[config.mk]
export PLATFORM = sky130hd
export DESIGN_NAME = drop_receive_port
export DESIGN_NICKNAME = d
export VERILOG_FILES = /design/src/rtl/drop_pkg.sv /design/src/rtl/drop_sample_if.sv /design/src/rtl/drop_receive_port.sv /design/src/rtl/drop_pin_sampler.sv /design/src/rtl/drop_parity_check.sv
export SDC_FILE = /design/constraint.sdc
export NUM_CORES = 1
export LEC_CHECK = 0
export BUFFER_PORTS_ARGS = -buffer_cell sky130_fd_sc_hd__buf_2
export CORE_ASPECT_RATIO = 1.75
export CORE_MARGIN = 3
export CORE_UTILIZATION = 59
export DETAILED_ROUTE_END_ITERATION = 10
export PLACE_DENSITY_LB_ADDON = 0.1
export SLEW_MARGIN = 0
export SYNTH_ARGS = -nofsm -noshare
export SYNTH_HDL_FRONTEND = slang
export SYNTH_SLANG_ARGS = --single-unit
[constraint.sdc]
create_clock -name sys_clk -period 5.68 [get_ports sys_clk]
set_input_delay 1.704 -clock sys_clk [delete_from_list [all_inputs] [get_ports sys_clk]]
set_output_delay 1.704 -clock sys_clk [all_outputs]
set_load 0.1 [all_outputs]
[src/rtl/drop_pkg.sv]
// Purpose: shared constants, types and functions of the drop bus receive port
// Assumes: 8-bit register port, byte addressed
// Notes: parity helper is used by the checker and by the add bus launch
package drop_pkg;

  // ----------------------------------------------------------------
  // register map
  // ----------------------------------------------------------------
  localparam int ADDR_W = 8;
  localparam int DATA_W = 8;
  localparam logic [7:0] REG_CTRL = 8'h00;
  localparam logic [7:0] REG_TRIB_BASE = 8'h01;
  localparam logic [7:0] REG_STATUS = 8'h08;
  localparam logic [7:0] REG_MASK = 8'h09;
  localparam logic [7:0] REG_STATE = 8'h0a;
  localparam logic [7:0] REG_LAST_BYTE = 8'h0b;
  localparam logic [7:0] REG_PARITY_CTRL = 8'h12;

  // ----------------------------------------------------------------
  // field positions and reset values
  // ----------------------------------------------------------------
  localparam int PAR_EVEN_BIT = 0;
  localparam int PAR_DATA_ONLY_BIT = 1;
  localparam int CTRL_ADD_TIMING_BIT = 4;
  localparam int ST_PAR_ERR = 0;
  localparam int ST_C1 = 1;
  localparam int ST_J1 = 2;
  localparam int ST_V1 = 3;
  localparam int NUM_EVENTS = 4;
  localparam logic [7:0] CTRL_RST = 8'h00;
  localparam logic [7:0] PARITY_CTRL_RST = 8'h00;
  localparam logic [7:0] MASK_RST = 8'h00;
  localparam logic [7:0] TRIB_RST = 8'h00;

  // ----------------------------------------------------------------
  // frame geometry
  // ----------------------------------------------------------------
  localparam int NUM_PORTS = 4;
  localparam int SLOT_W = 6;
  localparam logic [SLOT_W-1:0] NUM_SLOTS = 6'h3f;
  localparam int SYNC_STAGES = 2;
  localparam int PIN_W = 12;

  typedef enum logic [1:0] {
    FR_HUNT = 2'b00,
    FR_WAIT_J1 = 2'b01,
    FR_LOCKED = 2'b11
  } frame_state_e;

  // parity bit that a correct sender would put beside this byte
  function automatic logic expected_parity(input logic [7:0] data, input logic spe,
                                           input logic fti, input logic even,
                                           input logic data_only);
    logic ones;
    ones = ^data;
    if (!data_only) begin
      ones = ones ^ spe ^ fti;
    end
    expected_parity = even ? ones : ~ones;
  endfunction : expected_parity

endpackage : drop_pkg

[src/rtl/drop_sample_if.sv]
// Purpose: carries one sampled drop bus byte and the link clock edges
// Assumes: all signals on sys_clk
// Notes: fall marks a new sampled byte, rise marks a launch point
`timescale 1ns/1ps
interface drop_sample_if;
  logic [7:0] data;
  logic par;
  logic spe;
  logic fti;
  logic fall;
  logic rise;
  modport src (output data, output par, output spe, output fti, output fall, output rise);
  modport dst (input data, input par, input spe, input fti, input fall, input rise);
endinterface : drop_sample_if

[src/rtl/drop_receive_port.sv]
// Purpose: drop bus receive port with slot indication and drop-timed add bus
// Assumes: pins come from another clock domain, register port on sys_clk
// Notes: slot numbering counts payload bytes after J1, except V1 bytes, modulo the slot count
//
// Operation
// (RULE1) sender runs byte clock 19.44 or 6.48 MHz
// (RULE2) sample byte and flags on falling edge
// (RULE3) drop clock selectable as add bus timing
// (RULE4) launch add outputs on rising selected slots
// (RULE5) sender gives odd parity over byte, flags
// (RULE6) even-parity bit switches check to even
// (RULE7) data-only bit drops flags from parity
// (RULE8) data bit 7 is first received bit
// (RULE9) payload indicator high payload, low overhead
// (RULE10) timing pulse with payload low marks C1
// (RULE11) timing pulse with payload high marks J1
// (RULE12) further payload pulses are V1 multiframe marks
// (RULE13) slot indication only after enable written one
// (RULE14) slot indication low in selected port slots
// (RULE15) parity mismatch sets sticky error flag
`timescale 1ns/1ps
module drop_receive_port
  import drop_pkg::*;
#(
  parameter int PORTS = NUM_PORTS,
  parameter logic [SLOT_W-1:0] SLOTS = NUM_SLOTS
) (
  input wire logic sys_clk,
  input wire logic rst_b,
  input wire logic [ADDR_W-1:0] reg_addr,
  input wire logic [DATA_W-1:0] reg_wdata,
  input wire logic reg_wr,
  input wire logic reg_rd,
  output logic [DATA_W-1:0] reg_rdata,
  input wire logic drop_bus_clock,
  input wire logic [7:0] drop_data,
  input wire logic drop_parity_bit,
  input wire logic drop_payload_indicator,
  input wire logic drop_frame_timing_indicator,
  output logic drop_slot_indication_b,
  input wire logic [7:0] add_data,
  output logic add_data_ack,
  output logic [7:0] add_bus_data,
  output logic add_bus_parity,
  output logic add_bus_oe,
  output logic add_indicator_b,
  output logic irq
);

  // ----------------------------------------------------------------
  // sampling and parity
  // ----------------------------------------------------------------
  drop_sample_if smp ();
  logic parity_err;
  logic [7:0] ctrl_r;
  logic [7:0] parity_ctrl_r;
  logic [SLOT_W-1:0] trib_r [PORTS];
  logic [NUM_EVENTS-1:0] status_r;
  logic [NUM_EVENTS-1:0] status_nxt;
  logic [NUM_EVENTS-1:0] mask_r;
  logic [7:0] last_byte_r;
  logic [7:0] rdata_r;
  frame_state_e state_r;
  frame_state_e state_nxt;
  logic [SLOT_W-1:0] slot_r;
  logic [SLOT_W-1:0] slot_nxt;
  logic [1:0] mf_phase_r;
  logic slot_hit_r;
  logic ind_b_r;
  logic irq_r;
  logic [7:0] add_data_r;
  logic add_par_r;
  logic add_oe_r;
  logic add_ind_b_r;
  logic add_ack_r;

  // pins cross into the sys_clk domain here
  drop_pin_sampler u_sampler (
    .sys_clk(sys_clk),
    .rst_b(rst_b),
    .drop_bus_clock(drop_bus_clock),
    .drop_data(drop_data),
    .drop_parity_bit(drop_parity_bit),
    .drop_payload_indicator(drop_payload_indicator),
    .drop_frame_timing_indicator(drop_frame_timing_indicator),
    .smp(smp.src)
  );

  drop_parity_check u_parity (
    .sys_clk(sys_clk),
    .rst_b(rst_b),
    .smp(smp.dst),
    .even_parity_select(parity_ctrl_r[PAR_EVEN_BIT]),
    .parity_data_only(parity_ctrl_r[PAR_DATA_ONLY_BIT]),
    .parity_err(parity_err)
  );

  // ----------------------------------------------------------------
  // register decode
  // ----------------------------------------------------------------
  wire wr_ctrl = reg_wr & (reg_addr == REG_CTRL);
  wire wr_par = reg_wr & (reg_addr == REG_PARITY_CTRL);
  wire wr_status = reg_wr & (reg_addr == REG_STATUS);
  wire wr_mask = reg_wr & (reg_addr == REG_MASK);
  wire [ADDR_W-1:0] trib_idx = reg_addr - REG_TRIB_BASE;
  wire [1:0] trib_pick = trib_idx[1:0];
  wire trib_sel = (reg_addr >= REG_TRIB_BASE) &&
                  (reg_addr < REG_TRIB_BASE + ADDR_W'(PORTS));
  wire [PORTS-1:0] slot_enable = ctrl_r[PORTS-1:0];
  wire add_from_drop = ctrl_r[CTRL_ADD_TIMING_BIT];
  wire wr_trib = reg_wr & trib_sel;
  // irq follows a mask written in this same cycle
  wire [NUM_EVENTS-1:0] mask_nxt = wr_mask ? reg_wdata[NUM_EVENTS-1:0] : mask_r;

  // ----------------------------------------------------------------
  // frame decode
  // ----------------------------------------------------------------
  // (RULE10) pulse in overhead is C1
  wire c1_evt = smp.fall & smp.fti & ~smp.spe;
  // (RULE11) J1 taken only after C1
  wire j1_evt = smp.fall & smp.fti & smp.spe & (state_r == FR_WAIT_J1);
  // (RULE12) later payload pulses are V1
  wire v1_evt = smp.fall & smp.fti & smp.spe & (state_r == FR_LOCKED);
  // (RULE9) only payload bytes advance slots
  wire pay_byte = smp.fall & smp.spe & ~smp.fti & (state_r == FR_LOCKED);

  // hunt for C1, wait for J1, then count slots
  always_comb begin
    state_nxt = state_r;
    slot_nxt = slot_r;
    case (state_r)
      FR_HUNT: begin
        if (c1_evt) begin
          state_nxt = FR_WAIT_J1;
        end
      end
      FR_WAIT_J1: begin
        if (j1_evt) begin
          state_nxt = FR_LOCKED;
          slot_nxt = '0;
        end
      end
      FR_LOCKED: begin
        if (c1_evt) begin
          state_nxt = FR_WAIT_J1;
        end else if (pay_byte) begin
          slot_nxt = (slot_r == SLOTS - SLOT_W'(1)) ? '0 : slot_r + SLOT_W'(1);
        end
      end
      default: begin
        state_nxt = FR_HUNT;
      end
    endcase
  end

  // (RULE14) slot matches an enabled port
  logic [PORTS-1:0] port_hit;
  always_comb begin
    for (int p = 0; p < PORTS; p++) begin
      port_hit[p] = slot_enable[p] && (trib_r[p] == slot_nxt);
    end
  end
  // slot of the byte being sampled now
  wire hit_now = (state_nxt == FR_LOCKED) & smp.spe & (|port_hit);

  // ----------------------------------------------------------------
  // events and interrupt
  // ----------------------------------------------------------------
  wire [NUM_EVENTS-1:0] events = {v1_evt, j1_evt, c1_evt, parity_err};
  // (RULE15) sticky, set wins over clear
  // a clear never hides an event of the same cycle
  always_comb begin
    status_nxt = status_r;
    if (wr_status) begin
      status_nxt = status_r & ~reg_wdata[NUM_EVENTS-1:0];
    end
    status_nxt = status_nxt | events;
  end

  wire [7:0] state_view = {4'h0, mf_phase_r, state_r};
  // unmapped addresses read as zero
  wire [7:0] trib_view = trib_sel ? {2'b00, trib_r[trib_pick]} : 8'h00;
  wire [7:0] rd_mux =
    (reg_addr == REG_CTRL) ? ctrl_r :
    (reg_addr == REG_PARITY_CTRL) ? parity_ctrl_r :
    (reg_addr == REG_STATUS) ? {4'h0, status_r} :
    (reg_addr == REG_MASK) ? {4'h0, mask_r} :
    (reg_addr == REG_STATE) ? state_view :
    (reg_addr == REG_LAST_BYTE) ? last_byte_r :
    trib_view;

  // ----------------------------------------------------------------
  // registers
  // ----------------------------------------------------------------
  always_ff @(posedge sys_clk) begin
    if (!rst_b) begin
      ctrl_r <= CTRL_RST;
      parity_ctrl_r <= PARITY_CTRL_RST;
      mask_r <= MASK_RST[NUM_EVENTS-1:0];
      status_r <= '0;
      rdata_r <= '0;
      irq_r <= 1'b0;
    end else begin
      if (wr_ctrl) begin
        ctrl_r <= reg_wdata;
      end
      // (RULE6) (RULE7) parity options held here
      if (wr_par) begin
        parity_ctrl_r <= {6'h00, reg_wdata[1:0]};
      end
      if (wr_mask) begin
        mask_r <= reg_wdata[NUM_EVENTS-1:0];
      end
      status_r <= status_nxt;
      // read data stand for one cycle only
      rdata_r <= reg_rd ? rd_mux : 8'h00;
      // level irq from the updated status and mask
      irq_r <= |(status_nxt & mask_nxt);
    end
  end

  always_ff @(posedge sys_clk) begin
    if (!rst_b) begin
      for (int p = 0; p < PORTS; p++) begin
        trib_r[p] <= TRIB_RST[SLOT_W-1:0];
      end
    end else if (wr_trib) begin
      trib_r[trib_pick] <= reg_wdata[SLOT_W-1:0];
    end
  end

  // ----------------------------------------------------------------
  // frame state
  // ----------------------------------------------------------------
  always_ff @(posedge sys_clk) begin
    if (!rst_b) begin
      state_r <= FR_HUNT;
      slot_r <= '0;
      mf_phase_r <= '0;
      last_byte_r <= '0;
      slot_hit_r <= 1'b0;
    end else begin
      state_r <= state_nxt;
      slot_r <= slot_nxt;
      // (RULE12) V1 restarts multiframe
      // phase counts J1 bytes since the last V1
      if (v1_evt) begin
        mf_phase_r <= '0;
      end else if (j1_evt) begin
        mf_phase_r <= mf_phase_r + 2'b01;
      end
      if (smp.fall) begin
        last_byte_r <= smp.data;
        // steers the launch at the next rising edge
        slot_hit_r <= hit_now;
      end
    end
  end

  // ----------------------------------------------------------------
  // slot indication and add bus launch
  // ----------------------------------------------------------------
  always_ff @(posedge sys_clk) begin
    if (!rst_b) begin
      ind_b_r <= 1'b1;
      add_data_r <= '0;
      add_par_r <= 1'b0;
      add_oe_r <= 1'b0;
      add_ind_b_r <= 1'b1;
      add_ack_r <= 1'b0;
    end else begin
      add_ack_r <= 1'b0;
      // (RULE13) (RULE14) low in selected slots
      if (smp.fall) begin
        ind_b_r <= ~hit_now;
      end
      // (RULE3) (RULE4) launch at rising edge
      if (smp.rise) begin
        if (add_from_drop && slot_hit_r) begin
          add_data_r <= add_data;
          add_par_r <= expected_parity(add_data, 1'b0, 1'b0, 1'b0, 1'b1);
          add_oe_r <= 1'b1;
          add_ind_b_r <= 1'b0;
          add_ack_r <= 1'b1;
        end else begin
          // released outside the selected slots
          add_oe_r <= 1'b0;
          add_ind_b_r <= 1'b1;
        end
      end
    end
  end

  assign reg_rdata = rdata_r;
  assign drop_slot_indication_b = ind_b_r;
  assign add_data_ack = add_ack_r;
  assign add_bus_data = add_data_r;
  assign add_bus_parity = add_par_r;
  assign add_bus_oe = add_oe_r;
  assign add_indicator_b = add_ind_b_r;
  assign irq = irq_r;

endmodule : drop_receive_port

[src/rtl/drop_pin_sampler.sv]
// Purpose: synchronises drop bus pins and samples them at link clock falls
// Assumes: link clock well below half of sys_clk
// Notes: data pass the same two stages as the clock, so they stay aligned
`timescale 1ns/1ps
module drop_pin_sampler
  import drop_pkg::*;
(
  input wire logic sys_clk,
  input wire logic rst_b,
  input wire logic drop_bus_clock,
  input wire logic [7:0] drop_data,
  input wire logic drop_parity_bit,
  input wire logic drop_payload_indicator,
  input wire logic drop_frame_timing_indicator,
  drop_sample_if.src smp
);

  logic [PIN_W-1:0] meta_r;
  logic [PIN_W-1:0] sync_r;
  logic clk_prev_r;
  logic [PIN_W-2:0] held_r;
  logic fall_r;
  logic rise_r;
  wire [PIN_W-1:0] pins = {drop_bus_clock, drop_data, drop_parity_bit,
                           drop_payload_indicator, drop_frame_timing_indicator};
  wire clk_s = sync_r[PIN_W-1];
  wire fall_det = clk_prev_r & ~clk_s;
  wire rise_det = ~clk_prev_r & clk_s;

  // ----------------------------------------------------------------
  // two-stage synchroniser and edge sampling
  // ----------------------------------------------------------------
  always_ff @(posedge sys_clk) begin
    if (!rst_b) begin
      meta_r <= '0;
      sync_r <= '0;
      clk_prev_r <= 1'b0;
      held_r <= '0;
      fall_r <= 1'b0;
      rise_r <= 1'b0;
    end else begin
      meta_r <= pins;
      sync_r <= meta_r;
      clk_prev_r <= clk_s;
      // (RULE2) byte taken at falling edge
      if (fall_det) begin
        held_r <= sync_r[PIN_W-2:0];
      end
      fall_r <= fall_det;
      rise_r <= rise_det;
    end
  end

  // (RULE8) bit 7 kept first
  assign smp.data = held_r[10:3];
  assign smp.par = held_r[2];
  assign smp.spe = held_r[1];
  assign smp.fti = held_r[0];
  assign smp.fall = fall_r;
  assign smp.rise = rise_r;

endmodule : drop_pin_sampler

[src/rtl/drop_parity_check.sv]
// Purpose: checks the parity of each sampled drop bus byte
// Assumes: fall strobe marks a fresh byte on the interface
// Notes: error is a one-cycle pulse
`timescale 1ns/1ps
module drop_parity_check
  import drop_pkg::*;
(
  input wire logic sys_clk,
  input wire logic rst_b,
  drop_sample_if.dst smp,
  input wire logic even_parity_select,
  input wire logic parity_data_only,
  output logic parity_err
);

  logic err_r;
  // (RULE6) (RULE7) even and data-only options
  wire want = expected_parity(smp.data, smp.spe, smp.fti, even_parity_select,
                              parity_data_only);
  wire mismatch = smp.fall & (want != smp.par);

  // ----------------------------------------------------------------
  // compare
  // ----------------------------------------------------------------
  always_ff @(posedge sys_clk) begin
    if (!rst_b) begin
      err_r <= 1'b0;
    end else begin
      // (RULE15) flag any mismatch
      err_r <= mismatch;
    end
  end

  assign parity_err = err_r;

endmodule : drop_parity_check

==> results.toml <==
[layout]
nets = 712
drive_above_1_share = 0.174
areaGrowthSynthToFinish_pct = 16.4
fill_cells = 704
antenna_cells = 0

[worst_setup_path]
regToRegSetupSlack_ps = 1680
critical_path.reg2reg.endpoint = "slot_hit_r$_SDFFE_PN0P_"
cp_data_arrival_time_ps = 4660
crit_fanout = 18
critPathKind = "input port to flip-flop"
cp.required_ps = 5720
critPathLaunchType = "input port"
end_kind = "flip-flop"
reg2reg_depth = 8
r2r-start = "state_r[0]$_SDFF_PN0_"

[route]
vias = 4793
wl_per_cell_um = 18.9
drc = 0
viasPerCell = 6.04
ant_nets = 0
dr.pass1.iters = 5
drtIter0Drc = 380
routed_wirelength_um = 15000

[logic_synthesis]
synth.yosys.seq_area_share = 0.469
synth_commonest_cells = "dfxtp_1, nand2_1, nor2_1, a21oi_1, and2_1"
ys_warn_count = 0
postSynthCellCount = 613
syn_area_um2 = 5720
synthMostInstantiatedCell = "dfxtp_1"
synth_ff_type = "dfxtp_1"
yosysUniqueCellTypes = 63
synth_top_cell_area_share = 0.343
synth.avg_cell_area_um2 = 9.33
syn_nets = 663
yosys-top-cells-area = "dfxtp_1, edfxtp_1, nand2_1, a21oi_1, and2_1"
synth_top_area_cell = "dfxtp_1"
synth_edf_count = 24
ys_seq_elements = 122
async_flop_share = 0

[clock_network]
ctsRootBufferMaster = "clkbuf_16"
cts_sinks = 122
cts_resized = 0
clk_path_buf_depth = 2
cts.htree.levels = 4
numCtsBuffers = 17
hold_buffers = 0
clk_latency_ps = 410
post_cts_buffers = 0
cts_tree = "built"
clk_pin_slew_ps = 60

[timing]
hold_violations = 0
tightest_slew_ps = 1180
timing.final.max_slew_violations = 0
fin_crit_ps = 4630
fmax_mhz = 216
hold-worst-slack_ps = 431
setup_viol = 0
finClkSkew_ps = 6.15
rsz0062_at_grt = "no"
tns_ps = 0
post-route-period-util = 0.814
slew_headroom = 0.213

[outcome]
outcome = "complete, no violations"

[placement]
io_buffers = 61
dp_hpwl_um = 10700
gp_congestion = 0.924

[floorplanning]
core_area_um2 = 9270
die-width_um = 80.4
fp.dieH_um = 136
io_pins = 62
num_rows = 46
initial_core_util = 0.617
die_area_um2 = 11000

[power]
p_leak_nw = 2.59
ir_drop_mv = 0.299
power.density_nw_per_um2 = 318

[flow_run]
max_cap_violations = 0

[global_route]
grt-ovfl-total = 0
grt_usage = 0.287
grt_pass1_wl_um = 23300
grt_antenna_before_repair = 0
grt_start_max_net_pins = 65
grt_pass1_vias = 4744

[min_path]
hold_path_end = "u_sampler.sync_r[8]$_SDFF_PN0_"
hold_start = "u_sampler.meta_r[8]$_SDFF_PN0_"
min-delay-path-class = "flip-flop to flip-flop"
whs_path_depth = 1
## through the flow
step	area, um2	instances	setup slack [ps]	utilization	power [mW]
finish	6650	794	1050	0.718	2.11
global route	6650	794	740	0.718	2.17
CTS	6650	794	1050	0.718	2.12
detailed placement	6040	763	714	0.652	1.03
global placement	6040	763	923	0.652	1.03
floorplan	5720	613	666	-	0.993
## critical path: stages
cell	delay [ps]
buf_2	350
clkinv_1	360
ha_1	300
mux2_2	270
nor4_1	380
nand4_1	490
o21ai_0	800
## power by group
part,leakage [nW],internal (mW),total [mW],switching (mW)
combinational,1.27,0.0427,0.101,0.0585
clock,0.296,0.698,1.10,0.398
sequential,1.02,0.902,0.917,0.0150
## registers in the layout, indices dropped and copies added (netlist names), 4 cells and up
signal / flops
last_byte_r: 8
u_sampler.held_r: 11
slot_r: 6
u_sampler.meta_r: 12
reg_rdata: 8
add_bus_data: 8
trib_r: 24
u_sampler.sync_r: 12
status_r: 4
mask_r: 4
ctrl_r: 8
## cell type report
cell class                 count  area (um2)  share of cell area
clock inverter                12         135              0.0203
sequential                   122        2680               0.403
inverter                      18        67.6              0.0102
clock buffer                  19         475              0.0715
tap                          120         150              0.0226
multi-input combinational    438        2810               0.422
timing repair buffer          65         335              0.0504
## routing by layer
metal,track usage,routed length (um)
met4,0.158,719
met1,0.294,5310
met3,0.0577,665
met5,0,0
met2,0.529,8330
## cell usage in the layout, fill, tap and decap left out, types with 7 or more instances in the layout
| cell type | synthesis | final |
|---|---|---|
| nand2_1 | 78 | 78 |
| xnor2_1 | 20 | 20 |
| nand3_1 | 19 | 19 |
| o31ai_1 | 7 | 7 |
| xor2_1 | 8 | 8 |
| nor2b_1 | 7 | 7 |
| a21oi_1 | 44 | 44 |
| and2_1 | 30 | 30 |
| ha_1 | 10 | 10 |
| o21ai_0 | 18 | 18 |
| buf_2 | 4 | 61 |
| inv_1 | 17 | 16 |
| or4_1 | 7 | 7 |
| clkbuf_16 | 0 | 19 |
| edfxtp_1 | 24 | 24 |
| mux2i_1 | 14 | 14 |
| and3_1 | 7 | 7 |
| nor2_1 | 46 | 46 |
| dfxtp_1 | 98 | 98 |
| nor3_1 | 23 | 23 |
## how the worst max path moves through the flow
stage                                       endpoint  cells past startpoint        start
after global placement    trib_r[1][2]$_SDFFCE_PN0P_                      7  reg_addr[0]
after global routing      trib_r[1][2]$_SDFFCE_PN0P_                      7  reg_addr[0]
after floorplan               trib_r[3][0]$_DFFE_PP_                      8  reg_addr[0]
after detailed placement  trib_r[1][5]$_SDFFCE_PN0P_                      7  reg_addr[0]
final                     trib_r[1][5]$_SDFFCE_PN0P_                      7  reg_addr[0]
after CTS                 trib_r[1][0]$_SDFFCE_PN0P_                      7  reg_addr[0]
## cell families after synthesis
family,after synthesis,synth area share
compound gates,119,0.138
buf+inv,53,0.0396
mux,26,0.0604
simple gates,255,0.228
fa+ha+maj,10,0.0219
flops,122,0.469
xor+xnor,28,0.0429
(Power assumes the default switching activity.)
